File: config.mk
export PLATFORM = sky130hd
export DESIGN_NAME = tsi_top
export DESIGN_NICKNAME = d
export VERILOG_FILES = /design/src/pkg/tsi_pkg.sv /design/src/pkg/tsi_sp_if.sv /design/src/rtl/tsi_sync.sv /design/src/rtl/tsi_setpoint_reg.sv /design/src/rtl/tsi_top.sv
export SDC_FILE = /design/constraint.sdc
export NUM_CORES = 1
export LEC_CHECK = 0
export CORE_AREA = 5 5 100 102
export DETAILED_ROUTE_END_ITERATION = 8
export DIE_AREA = 0 0 105 107
export DONT_BUFFER_PORTS = 1
export PLACE_DENSITY = 0.84
export SYNTH_ARGS = -nofsm -noshare
export SYNTH_HDL_FRONTEND = slang
export SYNTH_SLANG_ARGS = --single-unit
export TNS_END_PERCENT = 1
File: constraint.sdc
create_clock -name clk_i -period 2.8 [get_ports clk_i]
set_input_delay 0.42 -clock clk_i [delete_from_list [all_inputs] [get_ports clk_i]]
set_output_delay 0.42 -clock clk_i [all_outputs]
set_load 0.03 [all_outputs]
File: src/pkg/tsi_pkg.sv
package tsi_pkg;

    // Clock and bus timing, figures in their own units
    localparam int unsigned CLK_PERIOD_NS = 100;
    localparam int unsigned FAST_HIGH_NS  = 600;
    // Shortest fast-mode SCL high time in clk_i cycles, rounded up
    localparam int unsigned FAST_HIGH_CYC =
        (FAST_HIGH_NS + CLK_PERIOD_NS - 1) / CLK_PERIOD_NS;

    // Control byte: device-type code (arbitrary value) and select bits
    localparam logic [3:0] DEV_TYPE_DFLT   = 4'hA;
    localparam logic [2:0] DEV_SELECT_DFLT = 3'h0;

    // Bits of data per byte, before the acknowledge bit
    localparam logic [3:0] BITS_PER_BYTE = 4'h8;

    // Register select pointer values and reset
    localparam logic [7:0] PTR_TEMP   = 8'h00;
    localparam logic [7:0] PTR_CONFIG = 8'h01;
    localparam logic [7:0] PTR_HYST   = 8'h02;
    localparam logic [7:0] PTR_OVT    = 8'h03;
    localparam logic [7:0] PTR_RST    = PTR_TEMP;

    // Write byte index within a write transfer
    localparam logic [1:0] IDX_PTR = 2'h0;
    localparam logic [1:0] IDX_MSB = 2'h1;
    localparam logic [1:0] IDX_LSB = 2'h2;

    // Setpoint values after reset: 80 C and 75 C
    localparam logic [15:0] OVT_RST = 16'h5000;
    localparam logic [15:0] HYS_RST = 16'h4B00;
    localparam logic [15:0] RD_NONE = 16'h0000;

    // Setpoint layout: bits 3..0 always zero
    localparam logic [3:0]  SP_ZERO_NIB = 4'h0;

    // Comparator masks per resolution code (9, 10, 11, 12 bits)
    localparam logic [1:0]  RES_9  = 2'h0;
    localparam logic [1:0]  RES_10 = 2'h1;
    localparam logic [1:0]  RES_11 = 2'h2;
    localparam logic [15:0] MASK_9  = 16'hFF80;
    localparam logic [15:0] MASK_10 = 16'hFFC0;
    localparam logic [15:0] MASK_11 = 16'hFFE0;
    localparam logic [15:0] MASK_12 = 16'hFFF0;

    // Bus protocol engine states
    typedef enum logic [7:0] {
        ST_IDLE     = 8'h01,
        ST_ADDR     = 8'h02,
        ST_ADDR_ACK = 8'h04,
        ST_RXD      = 8'h08,
        ST_RX_ACK   = 8'h10,
        ST_TXD      = 8'h20,
        ST_TX_ACK   = 8'h40,
        ST_IGNORE   = 8'h80
    } tsi_state_t;

endpackage

File: src/pkg/tsi_sp_if.sv
`timescale 1ns/100ps
// Write port and read-back of one setpoint register
interface tsi_sp_if;
    logic        wr;
    logic [15:0] wdata;
    logic [1:0]  res;
    logic [15:0] value;
    logic [15:0] cmp_value;

    modport owner (input wr, input wdata, input res,
                   output value, output cmp_value);
    modport user  (output wr, output wdata, output res,
                   input value, input cmp_value);
endinterface

File: src/rtl/tsi_sync.sv
`timescale 1ns/100ps
module tsi_sync #(
    parameter logic RST_VAL = 1'b1
) (
    // Clock and reset
    input  wire logic clk_i,
    input  wire logic resetn_i,
    // Asynchronous level in, synchronised level out
    input  wire logic d_i,
    output logic      q_o
);

    logic meta_q;
    logic sync_q;

    // Two flops; only the second one is visible outside
    always_ff @(posedge clk_i or negedge resetn_i) begin
        if (!resetn_i) begin
            meta_q <= RST_VAL;
            sync_q <= RST_VAL;
        end else begin
            meta_q <= d_i;
            sync_q <= meta_q;
        end
    end

    assign q_o = sync_q;

endmodule // tsi_sync

File: src/rtl/tsi_setpoint_reg.sv
`timescale 1ns/100ps
module tsi_setpoint_reg
    import tsi_pkg::*;
#(
    parameter logic [15:0] RST_VAL = 16'h0000
) (
    // Clock and reset
    input  wire logic clk_i,
    input  wire logic resetn_i,
    // Register port
    tsi_sp_if.owner   sp
);

    logic [15:0] value_q;
    logic [15:0] cmp_q;
    logic [15:0] mask;

    // Volatile store; free for scratch data when the thermostat is unused
    always_ff @(posedge clk_i or negedge resetn_i) begin
        if (!resetn_i) begin
            value_q <= RST_VAL;
        end else if (sp.wr) begin
            value_q <= {sp.wdata[15:4], SP_ZERO_NIB};
        end
    end

    // Fraction bits finer than the resolution are hidden from the comparator
    always_comb begin
        case (sp.res)
            RES_9:   mask = MASK_9;
            RES_10:  mask = MASK_10;
            RES_11:  mask = MASK_11;
            default: mask = MASK_12;
        endcase
    end

    // Registered so the comparator sees a clean flop output
    always_ff @(posedge clk_i or negedge resetn_i) begin
        if (!resetn_i) begin
            cmp_q <= RST_VAL;
        end else begin
            cmp_q <= value_q & mask;
        end
    end

    assign sp.value     = value_q;
    assign sp.cmp_value = cmp_q;
endmodule // tsi_setpoint_reg

File: src/rtl/tsi_top.sv
`timescale 1ns/100ps
// Behaviour
// - Setpoints hold 16-bit two's complement Celsius, low four bits zero.
// - Setpoint bits are usable as volatile scratch storage.
// - SDA change while SCL high is a control condition, not data.
// - SDA falling while SCL high is a start.
// - SDA rising while SCL high is a stop, ending the transfer.
// - One SCL pulse per bit; data changes only while SCL low.
// - Eight-bit bytes, each acknowledged; master sets byte count.
// - Works at both 100 kHz and 400 kHz SCL.
// - Acknowledger holds SDA low through the ninth clock high.
// - Master withholds last read acknowledge; device then releases SDA.
// - In writes, device acknowledges address and every data byte.
// - In reads, device acknowledges address, then sends data bytes.
// - Repeated start ends one transfer and begins the next.
// - Address matched in hardware after seven bits and direction.
// - Control byte: type code, three select bits, direction bit.
// - Select bits match a per-variant value, zero by default.
// - Direction bit one reads, zero writes.
// - Acknowledge the control byte only on a full match.
// - Slave only: never drives SCL, open-drain pull-low on SDA.
// - In transmit, shift data out on master's clock after control byte.
// - Write sends pointer byte first, before any data.
// - Pointer three selects over-temperature, two selects hysteresis.
// - Comparator ignores fraction bits below chosen resolution.
module tsi_top
    import tsi_pkg::*;
#(
    parameter logic [3:0] DEV_TYPE   = DEV_TYPE_DFLT,
    parameter logic [2:0] DEV_SELECT = DEV_SELECT_DFLT
) (
    // Clock and reset
    input  wire logic        clk_i,
    input  wire logic        resetn_i,
    // Serial clock pin, open drain
    input  wire logic        scl_i,
    output logic             scl_o,
    output logic             scl_oe_o,
    // Serial data pin, open drain
    input  wire logic        sda_i,
    output logic             sda_o,
    output logic             sda_oe_o,
    // Thermostat side
    input  wire logic [1:0]  res_i,
    output logic [15:0]      ovt_setpoint_o,
    output logic [15:0]      hys_setpoint_o,
    output logic             busy_o
);

    tsi_state_t  state_q;
    tsi_state_t  state_d;
    logic        scl_s;
    logic        sda_s;
    logic        scl_q;
    logic        sda_q;
    logic        scl_rise;
    logic        scl_fall;
    logic        start_det;
    logic        stop_det;
    logic        line_event;
    logic        line_event_ctl;
    logic        addr_match;
    logic        byte_done;
    logic [3:0]  bitcnt_q;
    logic [7:0]  shift_q;
    logic [7:0]  tx_q;
    logic        rw_q;
    logic        nack_q;
    logic        tx_lsb_q;
    logic [1:0]  byte_idx_q;
    logic [7:0]  ptr_q;
    logic [7:0]  msb_q;
    logic [15:0] wdata_q;
    logic        ovt_wr_q;
    logic        hys_wr_q;
    logic        sda_oe_q;
    logic        low_q;
    logic        busy_q;
    logic [15:0] rd_word;
    logic [7:0]  rd_byte;

    tsi_sp_if ovt_if ();
    tsi_sp_if hys_if ();

    // Pins cross into clk_i; at 400 kHz SCL high lasts FAST_HIGH_CYC
    // cycles, well above the three-cycle sampling delay
    tsi_sync #(.RST_VAL(1'b1)) u_scl_sync (
        .clk_i    (clk_i),
        .resetn_i (resetn_i),
        .d_i      (scl_i),
        .q_o      (scl_s)
    );

    tsi_sync #(.RST_VAL(1'b1)) u_sda_sync (
        .clk_i    (clk_i),
        .resetn_i (resetn_i),
        .d_i      (sda_i),
        .q_o      (sda_s)
    );

    // Previous synchronised levels for edge detection
    always_ff @(posedge clk_i or negedge resetn_i) begin
        if (!resetn_i) begin
            scl_q <= 1'b1;
            sda_q <= 1'b1;
        end else begin
            scl_q <= scl_s;
            sda_q <= sda_s;
        end
    end

    // Bus conditions; a start needs both lines high just before
    assign scl_rise  = scl_s & ~scl_q;
    assign scl_fall  = ~scl_s & scl_q;
    assign start_det = scl_s & scl_q & sda_q & ~sda_s;
    assign stop_det  = scl_s & scl_q & ~sda_q & sda_s;
    assign line_event = scl_fall | start_det | stop_det;
    assign line_event_ctl = start_det | stop_det;
    assign byte_done  = (bitcnt_q == BITS_PER_BYTE);

    // Type code and select bits in the top seven, direction bit last
    assign addr_match = (shift_q[7:1] == {DEV_TYPE, DEV_SELECT});

    // Read data source chosen by the pointer
    always_comb begin
        case (ptr_q)
            PTR_OVT:  rd_word = ovt_if.value;
            PTR_HYST: rd_word = hys_if.value;
            default:  rd_word = RD_NONE;
        endcase
    end
    assign rd_byte = tx_lsb_q ? rd_word[7:0] : rd_word[15:8];

    // Next state; stop and start win over any bit in progress
    always_comb begin
        state_d = state_q;
        if (stop_det) begin
            state_d = ST_IDLE;
        end else if (start_det) begin
            state_d = ST_ADDR;
        end else if (scl_fall) begin
            case (state_q)
                ST_ADDR: begin
                    if (byte_done) begin
                        state_d = addr_match ? ST_ADDR_ACK : ST_IGNORE;
                    end
                end
                ST_ADDR_ACK: begin
                    state_d = rw_q ? ST_TXD : ST_RXD;
                end
                ST_RXD: begin
                    if (byte_done) begin
                        state_d = ST_RX_ACK;
                    end
                end
                ST_RX_ACK: begin
                    state_d = ST_RXD;
                end
                ST_TXD: begin
                    if (byte_done) begin
                        state_d = ST_TX_ACK;
                    end
                end
                ST_TX_ACK: begin
                    state_d = nack_q ? ST_IGNORE : ST_TXD;
                end
                default: begin
                    state_d = state_q;
                end
            endcase
        end
    end

    // State register
    always_ff @(posedge clk_i or negedge resetn_i) begin
        if (!resetn_i) begin
            state_q <= ST_IDLE;
        end else begin
            state_q <= state_d;
        end
    end

    // Bit counter: one count per SCL rise in a data phase
    always_ff @(posedge clk_i or negedge resetn_i) begin
        if (!resetn_i) begin
            bitcnt_q <= 4'h0;
        end else if (start_det || (state_d != state_q)) begin
            bitcnt_q <= 4'h0;
        end else if (scl_rise && (state_q == ST_ADDR ||
                     state_q == ST_RXD || state_q == ST_TXD)) begin
            bitcnt_q <= bitcnt_q + 4'h1;
        end
    end

    // Receive shifter samples SDA at SCL rise, MSB first
    always_ff @(posedge clk_i or negedge resetn_i) begin
        if (!resetn_i) begin
            shift_q <= 8'h00;
        end else if (scl_rise &&
                     (state_q == ST_ADDR || state_q == ST_RXD)) begin
            shift_q <= {shift_q[6:0], sda_s};
        end
    end

    // Direction bit and master acknowledge
    always_ff @(posedge clk_i or negedge resetn_i) begin
        if (!resetn_i) begin
            rw_q   <= 1'b0;
            nack_q <= 1'b0;
        end else begin
            if (scl_fall && state_q == ST_ADDR && byte_done) begin
                rw_q <= shift_q[0];
            end
            if (scl_rise && state_q == ST_TX_ACK) begin
                nack_q <= sda_s;
            end
        end
    end

    // Pointer and setpoint writes; a word lands after its low byte
    always_ff @(posedge clk_i or negedge resetn_i) begin
        if (!resetn_i) begin
            ptr_q      <= PTR_RST;
            msb_q      <= 8'h00;
            byte_idx_q <= IDX_PTR;
            wdata_q    <= 16'h0000;
            ovt_wr_q   <= 1'b0;
            hys_wr_q   <= 1'b0;
        end else begin
            ovt_wr_q <= 1'b0;
            hys_wr_q <= 1'b0;
            if (start_det) begin
                byte_idx_q <= IDX_PTR;
            end else if (scl_fall && state_q == ST_RXD && byte_done) begin
                case (byte_idx_q)
                    IDX_PTR: begin
                        ptr_q      <= shift_q;
                        byte_idx_q <= IDX_MSB;
                    end
                    IDX_MSB: begin
                        msb_q      <= shift_q;
                        byte_idx_q <= IDX_LSB;
                    end
                    default: begin
                        wdata_q    <= {msb_q, shift_q};
                        ovt_wr_q   <= (ptr_q == PTR_OVT);
                        hys_wr_q   <= (ptr_q == PTR_HYST);
                        byte_idx_q <= IDX_MSB;
                    end
                endcase
            end
        end
    end

    // Transmit byte: load on entry to a data phase, shift at each fall in the byte but the eighth
    always_ff @(posedge clk_i or negedge resetn_i) begin
        if (!resetn_i) begin
            tx_q     <= 8'h00;
            tx_lsb_q <= 1'b0;
        end else if (scl_fall && !start_det && !stop_det) begin
            if (state_q == ST_ADDR_ACK) begin
                tx_lsb_q <= 1'b0;
                tx_q     <= rd_word[15:8];
            end else if (state_q == ST_TX_ACK) begin
                tx_q <= rd_byte;
            end else if (state_q == ST_TXD && byte_done) begin
                tx_lsb_q <= ~tx_lsb_q;
            end else if (state_q == ST_TXD) begin
                tx_q <= {tx_q[6:0], 1'b0};
            end
        end
    end

    // SDA pull-low; changes just after SCL falls, and is released at a start or stop;
    // data and acknowledge are steady through every SCL high
    always_ff @(posedge clk_i or negedge resetn_i) begin
        if (!resetn_i) begin
            sda_oe_q <= 1'b0;
        end else if (start_det || stop_det) begin
            sda_oe_q <= 1'b0;
        end else if (scl_fall) begin
            case (state_d)
                ST_ADDR_ACK: sda_oe_q <= 1'b1;
                ST_RX_ACK:   sda_oe_q <= 1'b1;
                ST_TXD: begin
                    if (state_q == ST_ADDR_ACK) begin
                        sda_oe_q <= ~rd_word[15];
                    end else if (state_q == ST_TX_ACK) begin
                        sda_oe_q <= ~rd_byte[7];
                    end else begin
                        sda_oe_q <= ~tx_q[6];
                    end
                end
                default:     sda_oe_q <= 1'b0;
            endcase
        end
    end

    // Pins only ever pull low; SCL is never driven
    always_ff @(posedge clk_i or negedge resetn_i) begin
        if (!resetn_i) begin
            low_q  <= 1'b0;
            busy_q <= 1'b0;
        end else begin
            low_q  <= 1'b0;
            busy_q <= (state_d != ST_IDLE) && (state_d != ST_IGNORE);
        end
    end

    // Setpoint storage
    assign ovt_if.wr    = ovt_wr_q;
    assign ovt_if.wdata = wdata_q;
    assign ovt_if.res   = res_i;
    assign hys_if.wr    = hys_wr_q;
    assign hys_if.wdata = wdata_q;
    assign hys_if.res   = res_i;

    tsi_setpoint_reg #(.RST_VAL(OVT_RST)) u_ovt (
        .clk_i    (clk_i),
        .resetn_i (resetn_i),
        .sp       (ovt_if.owner)
    );

    tsi_setpoint_reg #(.RST_VAL(HYS_RST)) u_hys (
        .clk_i    (clk_i),
        .resetn_i (resetn_i),
        .sp       (hys_if.owner)
    );

    // Outputs
    assign sda_o          = low_q;
    assign sda_oe_o       = sda_oe_q;
    assign scl_o          = low_q;
    assign scl_oe_o       = low_q;
    assign ovt_setpoint_o = ovt_if.cmp_value;
    assign hys_setpoint_o = hys_if.cmp_value;
    assign busy_o         = busy_q;
endmodule // tsi_top

==> results.json, run 1 <==
{
  "drive_gt1_share_pct": 33.70,
  "path_cells": "buf_4 -> nor3_1 -> buf_4 -> a32o_1 -> nand2_1 -> a32oi_1 -> o211a_1 -> a211oi_1 -> o31ai_2",
  "synth_seq_area_share_pct": 57.04,
  "path_delay_family": "compound AO/OA/AOI/OAI gates",
  "internal_power_mw": 3.312,
  "fin_hold_ws_ns": -0.3992,
  "gp_congestion": 0.9416,
  "powerDensity_nw_per_um2": 740.6,
  "cts_tree": "done",
  "grt_overflow": 0,
  "slew_headroom_pct": 43.26,
  "async_flop_share_pct": 100.0,
  "ant_nets": 0,
  "r2r-end": "sda_oe_o",
  "endpoint_kind": "flip-flop",
  "ys_ff_latch": 118,
  "ys_top_cells_by_count": "99 x dfrtp_1, 68 x mux2_2, 24 x nor2_1, 19 x a21oi_1, 19 x dfstp_2",
  "holdBufCountCts": 2,
  "violations": "hold timing",
  "synth_flop_cell": "dfrtp_1",
  "dr.first_iter.drc_count": 305,
  "yosys.area.top_type": "dfrtp_1",
  "dp_hpwl_um": 7643,
  "swShare_pct": 24.96,
  "worstPathBufferInverterCount": 2,
  "stdcell_area_um2": 5959,
  "pwr-share-comb_pct": 6.4,
  "crit_slowest_cell": "dfrtp_1",
  "irDropWorstVdd_v": 0.0004084,
  "vias_per_cell": 6.233,
  "crit_path_start_kind": "flip-flop",
  "post_cts_buffers": 0,
  "fin_crit_sh_pct": 91.48,
  "grt_max_degree": 119,
  "finalPower_mw": 4.414,
  "cp.depth": 9,
  "die_y_um": 107,
  "p_leak_nw": 2.742,
  "grt_pass1_wl_um": 19290,
  "wire_per_inst_um": 21.04,
  "finalCriticalPeriod_ns": 2.561,
  "drc_errors": 0,
  "rr_startpoint": "state_q[6]",
  "maxCapViolCount": 0,
  "crit_top_cell": "buf_4",
  "start_util_pct": 57.85,
  "final.setup.tns_ns": 0,
  "cp_slowest_stage_delay_ns": 0.46,
  "cts-resized-gates": 0,
  "synth_area_leaders": "dfrtp_1 47%, mux2_2 15%, dfstp_2 9.6%, a21oi_1 1.8%, buf_4 1.7%",
  "outcome": "finished with violations",
  "cts_root_buf": "clkbuf_8",
  "synth.distinct_cells": 69,
  "drv_slew": 0,
  "insertion_delay_ns": 0.51,
  "num_rows": 35,
  "critPathRequiredTime_ns": 3.22,
  "diodes": 0,
  "die-area_um2": 11240,
  "area_delta_synth_final_pct": 14.19,
  "wirelength_um": 11820,
  "p_sw_mw": 1.102,
  "seqPwrFrac_pct": 43.6,
  "final-setup-viol-count": 0,
  "synth-edff-count": 0,
  "hp-class": "in -> async",
  "yosys_warnings": 0,
  "portBuffers": 0,
  "path_max_fanout": 7,
  "htreeDepth": 4,
  "cts.path.max_buffers": 2,
  "rsz0062_at_grt": "false",
  "numClockSinks": 118,
  "synth_area_per_cell_um2": 12.37,
  "clk_pin_slew_worst_paths_ns": 0.06,
  "io_pins": 43,
  "synth_area_um2": 5219,
  "fill_cells": 620,
  "via_count": 3503,
  "finalHoldViolCount": 118,
  "die_w_um": 105,
  "r2r_cells": 9,
  "synth_most_common_cell": "dfrtp_1",
  "grtUsageTotal_pct": 21.93,
  "cts_buffers": 17,
  "worst_slew_pin_slew_ns": 0.8511,
  "clkPwrFrac_pct": 50.0,
  "worstSetupPathType": "reg -> reg",
  "antenna_found_initial": 0,
  "fmax_mhz": 390.4,
  "worst_ep_arrival_time_ns": 2.98,
  "r2r_slack_ns": 0.24,
  "syn_inst": 422,
  "netlist.area_leader.share_pct": 47.47,
  "final.setup_skew_ns": 0.008203,
  "postPlaceCellArea_um2": 5330,
  "final_util_pct": 66.06,
  "dr.pass1.iters": 5,
  "grt_pass1_vias": 3664,
  "coreArea_um2": 9021,
  "nets": 446
}
-- kinds of logic (layout without fill, tap and decap cells) --
logic type	Yosys count	after routing	share of synthesized area, %
adders and majority gates	2	2	0.4794
muxes	71	71	15.25
buffers and inverters	35	54	3.620
other	1	11	0.07186
and+or+nand+nor	117	117	12.85
AOI/OAI and AO/OA	73	73	9.854
xor gates and xnor gates	5	5	0.8391
DFF	118	118	57.04
-- metrics by stage --
step	setup slack, ns	std cells	hold slack [ns]
after floorplan	0.5426	432	0.1244
after global placement	0.3477	528	0.1272
after detailed placement	0.2589	528	0.1275
after CTS	0.2504	562	-0.4164
after global routing	0.06775	562	-0.4269
final	0.2387	562	-0.3992
-- worst max path at each step --
stage | startpoint | endpoint | slack, ns
3_3_place_gp | state_q[7] | busy_o | 0.35
3_5_place_dp | state_q[7] | busy_o | 0.26
5_1_grt | state_q[0] | bitcnt_q[0] | 0.07
2_1_floorplan | state_q[0] | sda_oe_o | 0.54
6_report | state_q[6] | sda_oe_o | 0.24
4_1_cts | state_q[7] | busy_o | 0.25
-- area by class of cell --
cell class / count / area [µm²] / share of cell area, %
Sequential cell: 118 / 2977 / 49.95
Inverter: 7 / 26.28 / 0.4409
Timing Repair Buffer: 15 / 117.6 / 1.974
Clock inverter: 15 / 195.2 / 3.275
Clock buffer: 17 / 414.1 / 6.949
Tap cell: 111 / 138.9 / 2.330
Multi-Input combinational cell: 279 / 2091 / 35.08
-- flip-flops by register name (all words and copies together), names as in the netlist, 2 cells and up --
signal              flops
shift_q                 8
tx_q                    7
hys_if.wdata           12
bitcnt_q                4
u_hys.sp.value         12
ptr_q                   8
u_ovt.sp.value         12
u_hys.sp.cmp_value     12
msb_q                   8
byte_idx_q              2
state_q                 8
u_ovt.sp.cmp_value     12
-- placed cells by master (no fill, tap or decap), types with 5 or more instances in the layout --
cell type and count:
conb_1 11, nand4_1 5, nor3_1 14, clkbuf_16 16, a22oi_1 7, o21ai_0 15
and3_1 5, nor2b_1 7, and2_1 5, nand2_1 18, mux2_2 68, nand3_1 10
dfstp_2 19, dfrtp_1 99, inv_1 7, buf_4 13, nor2_1 24, a21oi_1 19
-- power by group through the flow --
| stage | Combinational, mW | Sequential [mW] | Clock (mW) |
|---|---|---|---|
| after floorplan | 0.242 | 1.90 | 0 |
| after global placement | 0.268 | 1.94 | 0 |
| final | 0.282 | 1.93 | 2.21 |
| after detailed placement | 0.275 | 1.95 | 0 |
| after global routing | 0.312 | 1.94 | 2.32 |
| after CTS | 0.282 | 1.92 | 2.23 |
-- routing by layer --
layer,up-vias,track usage [%],part of all wire [%]
li1,1550,-,-
met1,1803,28.63,42
met2,133,35.39,50
met3,17,6.502,5.9
met4,0,6.941,1.6
met5,-,0,0
(Power assumes the default switching activity.)
==> inputs of run 2 (changes only) <==
- CORE_AREA: 5 5 100 102 -> 5 5 104 106
- DIE_AREA: 0 0 105 107 -> 0 0 109 111
- PLACE_DENSITY: 0.84 -> 0.79
==> results.json, run 2 (synthesis results as in run 1) <==
{
  "outcome": "finished with violations",
  "violations": "hold timing",
  "final-setup-viol-count": 0,
  "grt_max_degree": 119,
  "endpoint_kind": "flip-flop",
  "worst_slew_pin_slew_ns": 0.8947,
  "critPathRequiredTime_ns": 3.19,
  "dp.cells": 552,
  "fmax_mhz": 393.8,
  "cts_tree": "done",
  "r2r_slack_ns": 0.26,
  "dr.pass1.iters": 4,
  "grtUsageTotal_pct": 20.16,
  "die_w_um": 109,
  "worst_ep_arrival_time_ns": 2.93,
  "crit_start": "state_q[4]",
  "vias_per_cell": 5.913,
  "fin_crit_sh_pct": 90.69,
  "drv_slew": 0,
  "cts-resized-gates": 0,
  "grt_pass1_wl_um": 18900,
  "r2r-end": "sda_oe_o",
  "htreeDepth": 4,
  "numClockSinks": 118,
  "num_rows": 36,
  "fin_hold_ws_ns": -0.4030,
  "holdBufCountCts": 2,
  "gp_congestion": 0.8923,
  "area_delta_synth_final_pct": 14.86,
  "io_pins": 43,
  "maxCapViolCount": 0,
  "start_util_pct": 53.89,
  "finalCriticalPeriod_ns": 2.539,
  "powerDensity_nw_per_um2": 734.7,
  "wire_per_inst_um": 19.17,
  "final_cells": 586,
  "drc_errors": 0,
  "antenna_found_initial": 0,
  "final.setup.tns_ns": 0,
  "dp_hpwl_um": 7557,
  "final.setup_skew_ns": 0.01185,
  "post_cts_buffers": 0,
  "grt_pass1_vias": 3603,
  "clk_pin_slew_worst_paths_ns": 0.06,
  "nets": 448,
  "rsz0062_at_grt": "false",
  "cts_buffers": 17,
  "via_count": 3465,
  "crit_path_start_kind": "flip-flop",
  "hp-class": "in -> async",
  "path_max_fanout": 10,
  "drive_gt1_share_pct": 34.00,
  "die-area_um2": 12100,
  "p_leak_nw": 2.763,
  "r2r_cells": 7,
  "cts_root_buf": "clkbuf_8",
  "worstSetupPathType": "reg -> reg",
  "insertion_delay_ns": 0.51,
  "mostFrequentLayoutCells": "99 x dfrtp_1, 68 x mux2_2, 24 x nor2_1, 19 x a21oi_1, 19 x dfstp_2",
  "finalHoldViolCount": 118,
  "coreArea_um2": 9684,
  "finalPower_mw": 4.404,
  "final_util_pct": 61.90,
  "irDropWorstVdd_v": 0.0003540,
  "rr_startpoint": "state_q[4]",
  "diodes": 0,
  "die_y_um": 111,
  "grt_overflow": 0,
  "cts.path.max_buffers": 2,
  "slew_headroom_pct": 40.35,
  "wirelength_um": 11230,
  "dr.first_iter.drc_count": 289,
  "portBuffers": 0,
  "ant_nets": 0,
  "final_common_cell": "dfrtp_1"
}
run 2: layer usage:
layer	track usage [%]	part of all wire (%)	wire, µm	up-vias
met5	0	0	0	-
met4	6.650	1.8	197	0
met3	4.776	5.2	582	18
met2	30.18	47	5273	115
met1	28.88	46	5177	1779
li1	-	-	-	1553
run 2: cell type report:
| type | instances | area, µm² |
|---|---|---|
| fill | 708 | 3690 |
| sequential | 118 | 2977 |
| multi-input combinational | 279 | 2091 |
| clock buffer | 18 | 427.9 |
| clock inverter | 14 | 173.9 |
| tap | 133 | 166.4 |
| timing repair buffer | 17 | 132.6 |
| inverter | 7 | 26.28 |
run 2: worst max path at each step:
stage                          end  slack, ns  cells after the start
after global placement    sda_oe_o       0.31                      7
after detailed placement  sda_oe_o       0.29                      7
after CTS                 sda_oe_o       0.27                      7
final                     sda_oe_o       0.26                      7
after global routing      sda_oe_o       0.06                      7
after floorplan           sda_oe_o       0.54                      8
run 2: through the flow:
stage	instance area [µm²]	worst slack, ns
floorplan	5256	0.5426
global placement	5373	0.3076
detailed placement	5373	0.2933
CTS	5995	0.2692
global route	5995	0.06436
finish	5995	0.2605
run 2: critical path: stages (launching register included):
cell,delay (ns)
dfrtp_1,0.51
or2_1,0.35
nor4_4,0.48
nor3_1,0.17
a21oi_4,0.25
o22ai_2,0.14
a2111oi_2,0.41
o31ai_2,0.10
run 2: where the power goes:
group / leakage [nW] / total (mW) / internal (mW) / switching (mW)
combinational: 0.913 / 0.291 / 0.135 / 0.155
clock: 0.296 / 2.19 / 1.39 / 0.805
sequential: 1.55 / 1.92 / 1.80 / 0.124
==> inputs of run 3 (changes only) <==
- ABC_AREA: not set -> 1
==> results.json, run 3 <==
{
  "path_cells": "inv_1 -> ha_1 -> nand2_1 -> nor2_1 -> inv_1 -> nor2_2 -> inv_1 -> nor2_1 -> nand2_1 -> mux2_2",
  "grt_overflow": 0,
  "grt_pass1_wl_um": 19380,
  "rsz0062_at_grt": "false",
  "crit_top_cell": "inv_1",
  "post_cts_buffers": 0,
  "dr.pass1.iters": 5,
  "ant_nets": 0,
  "fill_cells": 751,
  "via_count": 3875,
  "io_pins": 43,
  "cp_slowest_stage_delay_ns": 0.42,
  "start_util_pct": 54.07,
  "worst_ep_arrival_time_ns": 2.80,
  "powerDensity_nw_per_um2": 721.5,
  "worstSetupPathType": "reg -> reg",
  "wire_per_inst_um": 15.42,
  "yosys.area.top_type": "dfrtp_1",
  "finalHoldViolCount": 118,
  "cts_root_buf": "clkbuf_8",
  "diodes": 0,
  "numClockSinks": 118,
  "grtUsageTotal_pct": 20.74,
  "final_common_cell": "nand2_1",
  "area_delta_synth_final_pct": 13.76,
  "grt_max_degree": 119,
  "async_flop_share_pct": 100.0,
  "ys_ff_latch": 118,
  "fin_hold_ws_ns": -0.4207,
  "synth-edff-count": 0,
  "yosys_warnings": 0,
  "synth_area_per_cell_um2": 9.107,
  "antenna_found_initial": 0,
  "syn_inst": 575,
  "synth.distinct_cells": 34,
  "fmax_mhz": 418.4,
  "die_y_um": 111,
  "p_leak_nw": 2.904,
  "synth_area_um2": 5236,
  "mostFrequentLayoutCells": "137 x nand2_1, 99 x dfrtp_1, 66 x inv_1, 58 x o21ai_0, 46 x nor2_1",
  "violations": "hold timing",
  "final.setup_skew_ns": 0.01223,
  "dp_hpwl_um": 7736,
  "die_w_um": 109,
  "wirelength_um": 11290,
  "slew_headroom_pct": 44.68,
  "seq_area_um2": 2977,
  "synth_seq_area_share_pct": 56.85,
  "fin_crit_sh_pct": 85.37,
  "synth_flop_cell": "dfrtp_1",
  "coreArea_um2": 9684,
  "holdBufCountCts": 3,
  "cts.path.max_buffers": 2,
  "outcome": "finished with violations",
  "crit_slowest_cell": "dfrtp_1",
  "endpoint_kind": "flip-flop",
  "netlist.area_leader.share_pct": 47.31,
  "grt_pass1_vias": 3899,
  "critPathRequiredTime_ns": 3.21,
  "htreeDepth": 4,
  "drc_errors": 0,
  "final-setup-viol-count": 0,
  "final.setup.tns_ns": 0,
  "final_cells": 732,
  "multi_input_area_um2": 1901,
  "ys_top_cells_by_count": "137 x nand2_1, 99 x dfrtp_1, 66 x inv_1, 58 x o21ai_0, 46 x nor2_1",
  "clk_pin_slew_worst_paths_ns": 0.06,
  "cts_buffers": 17,
  "path_max_fanout": 18,
  "hp-class": "in -> async",
  "maxCapViolCount": 0,
  "irDropWorstVdd_v": 0.0004638,
  "dp.cells": 697,
  "nets": 594,
  "die-area_um2": 12100,
  "insertion_delay_ns": 0.53,
  "worst_slew_pin_slew_ns": 0.8243,
  "portBuffers": 0,
  "drv_slew": 0,
  "finalCriticalPeriod_ns": 2.390,
  "drive_gt1_share_pct": 18.70,
  "vias_per_cell": 5.294,
  "r2r_cells": 10,
  "synth_most_common_cell": "nand2_1",
  "gp_congestion": 1.000,
  "crit_path_start_kind": "flip-flop",
  "synth_area_leaders": "dfrtp_1 47%, nand2_1 9.8%, dfstp_2 9.5%, o21ai_0 5.5%, inv_1 4.7%",
  "cts_tree": "done",
  "num_rows": 36,
  "dr.first_iter.drc_count": 296
}
[run 3: layer usage]
layer	part of all wire (%)	wire [µm]	track usage, %	vias up
li1	-	-	-	1844
met1	43	4848	26.44	1880
met2	50	5632	33.05	119
met3	4.2	473	4.426	32
met4	3.0	333	10.52	0
met5	0	0	0	-
[run 3: logic make-up after synthesis]
| family | count (synthesis) | share of synthesized area (%) |
|---|---|---|
| AO/OA/AOI/OAI | 91 | 9.415 |
| XOR/XNOR | 3 | 0.5019 |
| adder cells (fa/ha/maj) | 2 | 0.4778 |
| buffers and inverters | 94 | 7.694 |
| flip-flops | 118 | 56.85 |
| multiplexers | 14 | 3.011 |
| other | 1 | 0.07162 |
| AND/OR/NAND/NOR | 252 | 21.98 |
[run 3: power by group]
part / leakage, nW / internal (mW) / switching [mW]
clock: 0.291 / 1.37 / 0.833
combinational: 1.04 / 0.0845 / 0.201
sequential: 1.57 / 1.76 / 0.0462
[run 3: critical path: cells and delay by family (launching register included)]
| kind | cells | cell delay [ns] |
|---|---|---|
| adder cells (fa/ha/maj) | 1 | 0.14 |
| buffers and inverters | 3 | 0.27 |
| flip-flops | 1 | 0.42 |
| multiplexers | 1 | 0.42 |
| AND/OR/NAND/NOR | 5 | 1.03 |
[run 3: what timing repair did]
action,4_1_cts,5_1_grt
endpoints found under the hold margin,121,118
setup endpoints to repair,0,1
resized for setup,0,1
[run 3: layout make-up]
class / count / area share, %
tap: 133 / 2.794
sequential: 118 / 49.97
clock buffer: 17 / 6.952
clock inverter: 15 / 3.172
inverter: 72 / 4.579
multi-input combinational: 373 / 31.91
timing repair buffer: 4 / 0.6301
[run 3: worst paths after layout]
| path | startpoint | to | slack [ns] |
|---|---|---|---|
| setup / recovery | bitcnt_q[0] | hys_if.wdata[13] | 0.41 |
| hold / removal | resetn_i | u_hys.sp.value[10] | -0.42 |
| setup reg to reg | bitcnt_q[0] | hys_if.wdata[13] | 0.41 |
| hold reg to reg | u_scl_sync.meta_q | u_scl_sync.q_o | 0.36 |
| max in group asynchronous | resetn_i | state_q[0] | 2.99 |
| min in group clk_i | res_i[1] | u_ovt.sp.cmp_value[5] | 0.01 |
[run 3: through the flow]
stage / instance area, µm² / setup WS (ns) / power, mW / utilization [%] / hold WS [ns]
floorplan: 5274 / 0.9114 / 2.066 / - / 0.1244
global placement: 5318 / 0.3457 / 2.104 / 54.91 / 0.1284
detailed placement: 5318 / 0.2778 / 2.115 / 54.91 / 0.1286
CTS: 5951 / 0.2112 / 4.330 / 61.45 / -0.4337
global route: 5957 / 0.09120 / 4.467 / 61.51 / -0.4473
finish: 5957 / 0.4097 / 4.298 / 61.51 / -0.4207
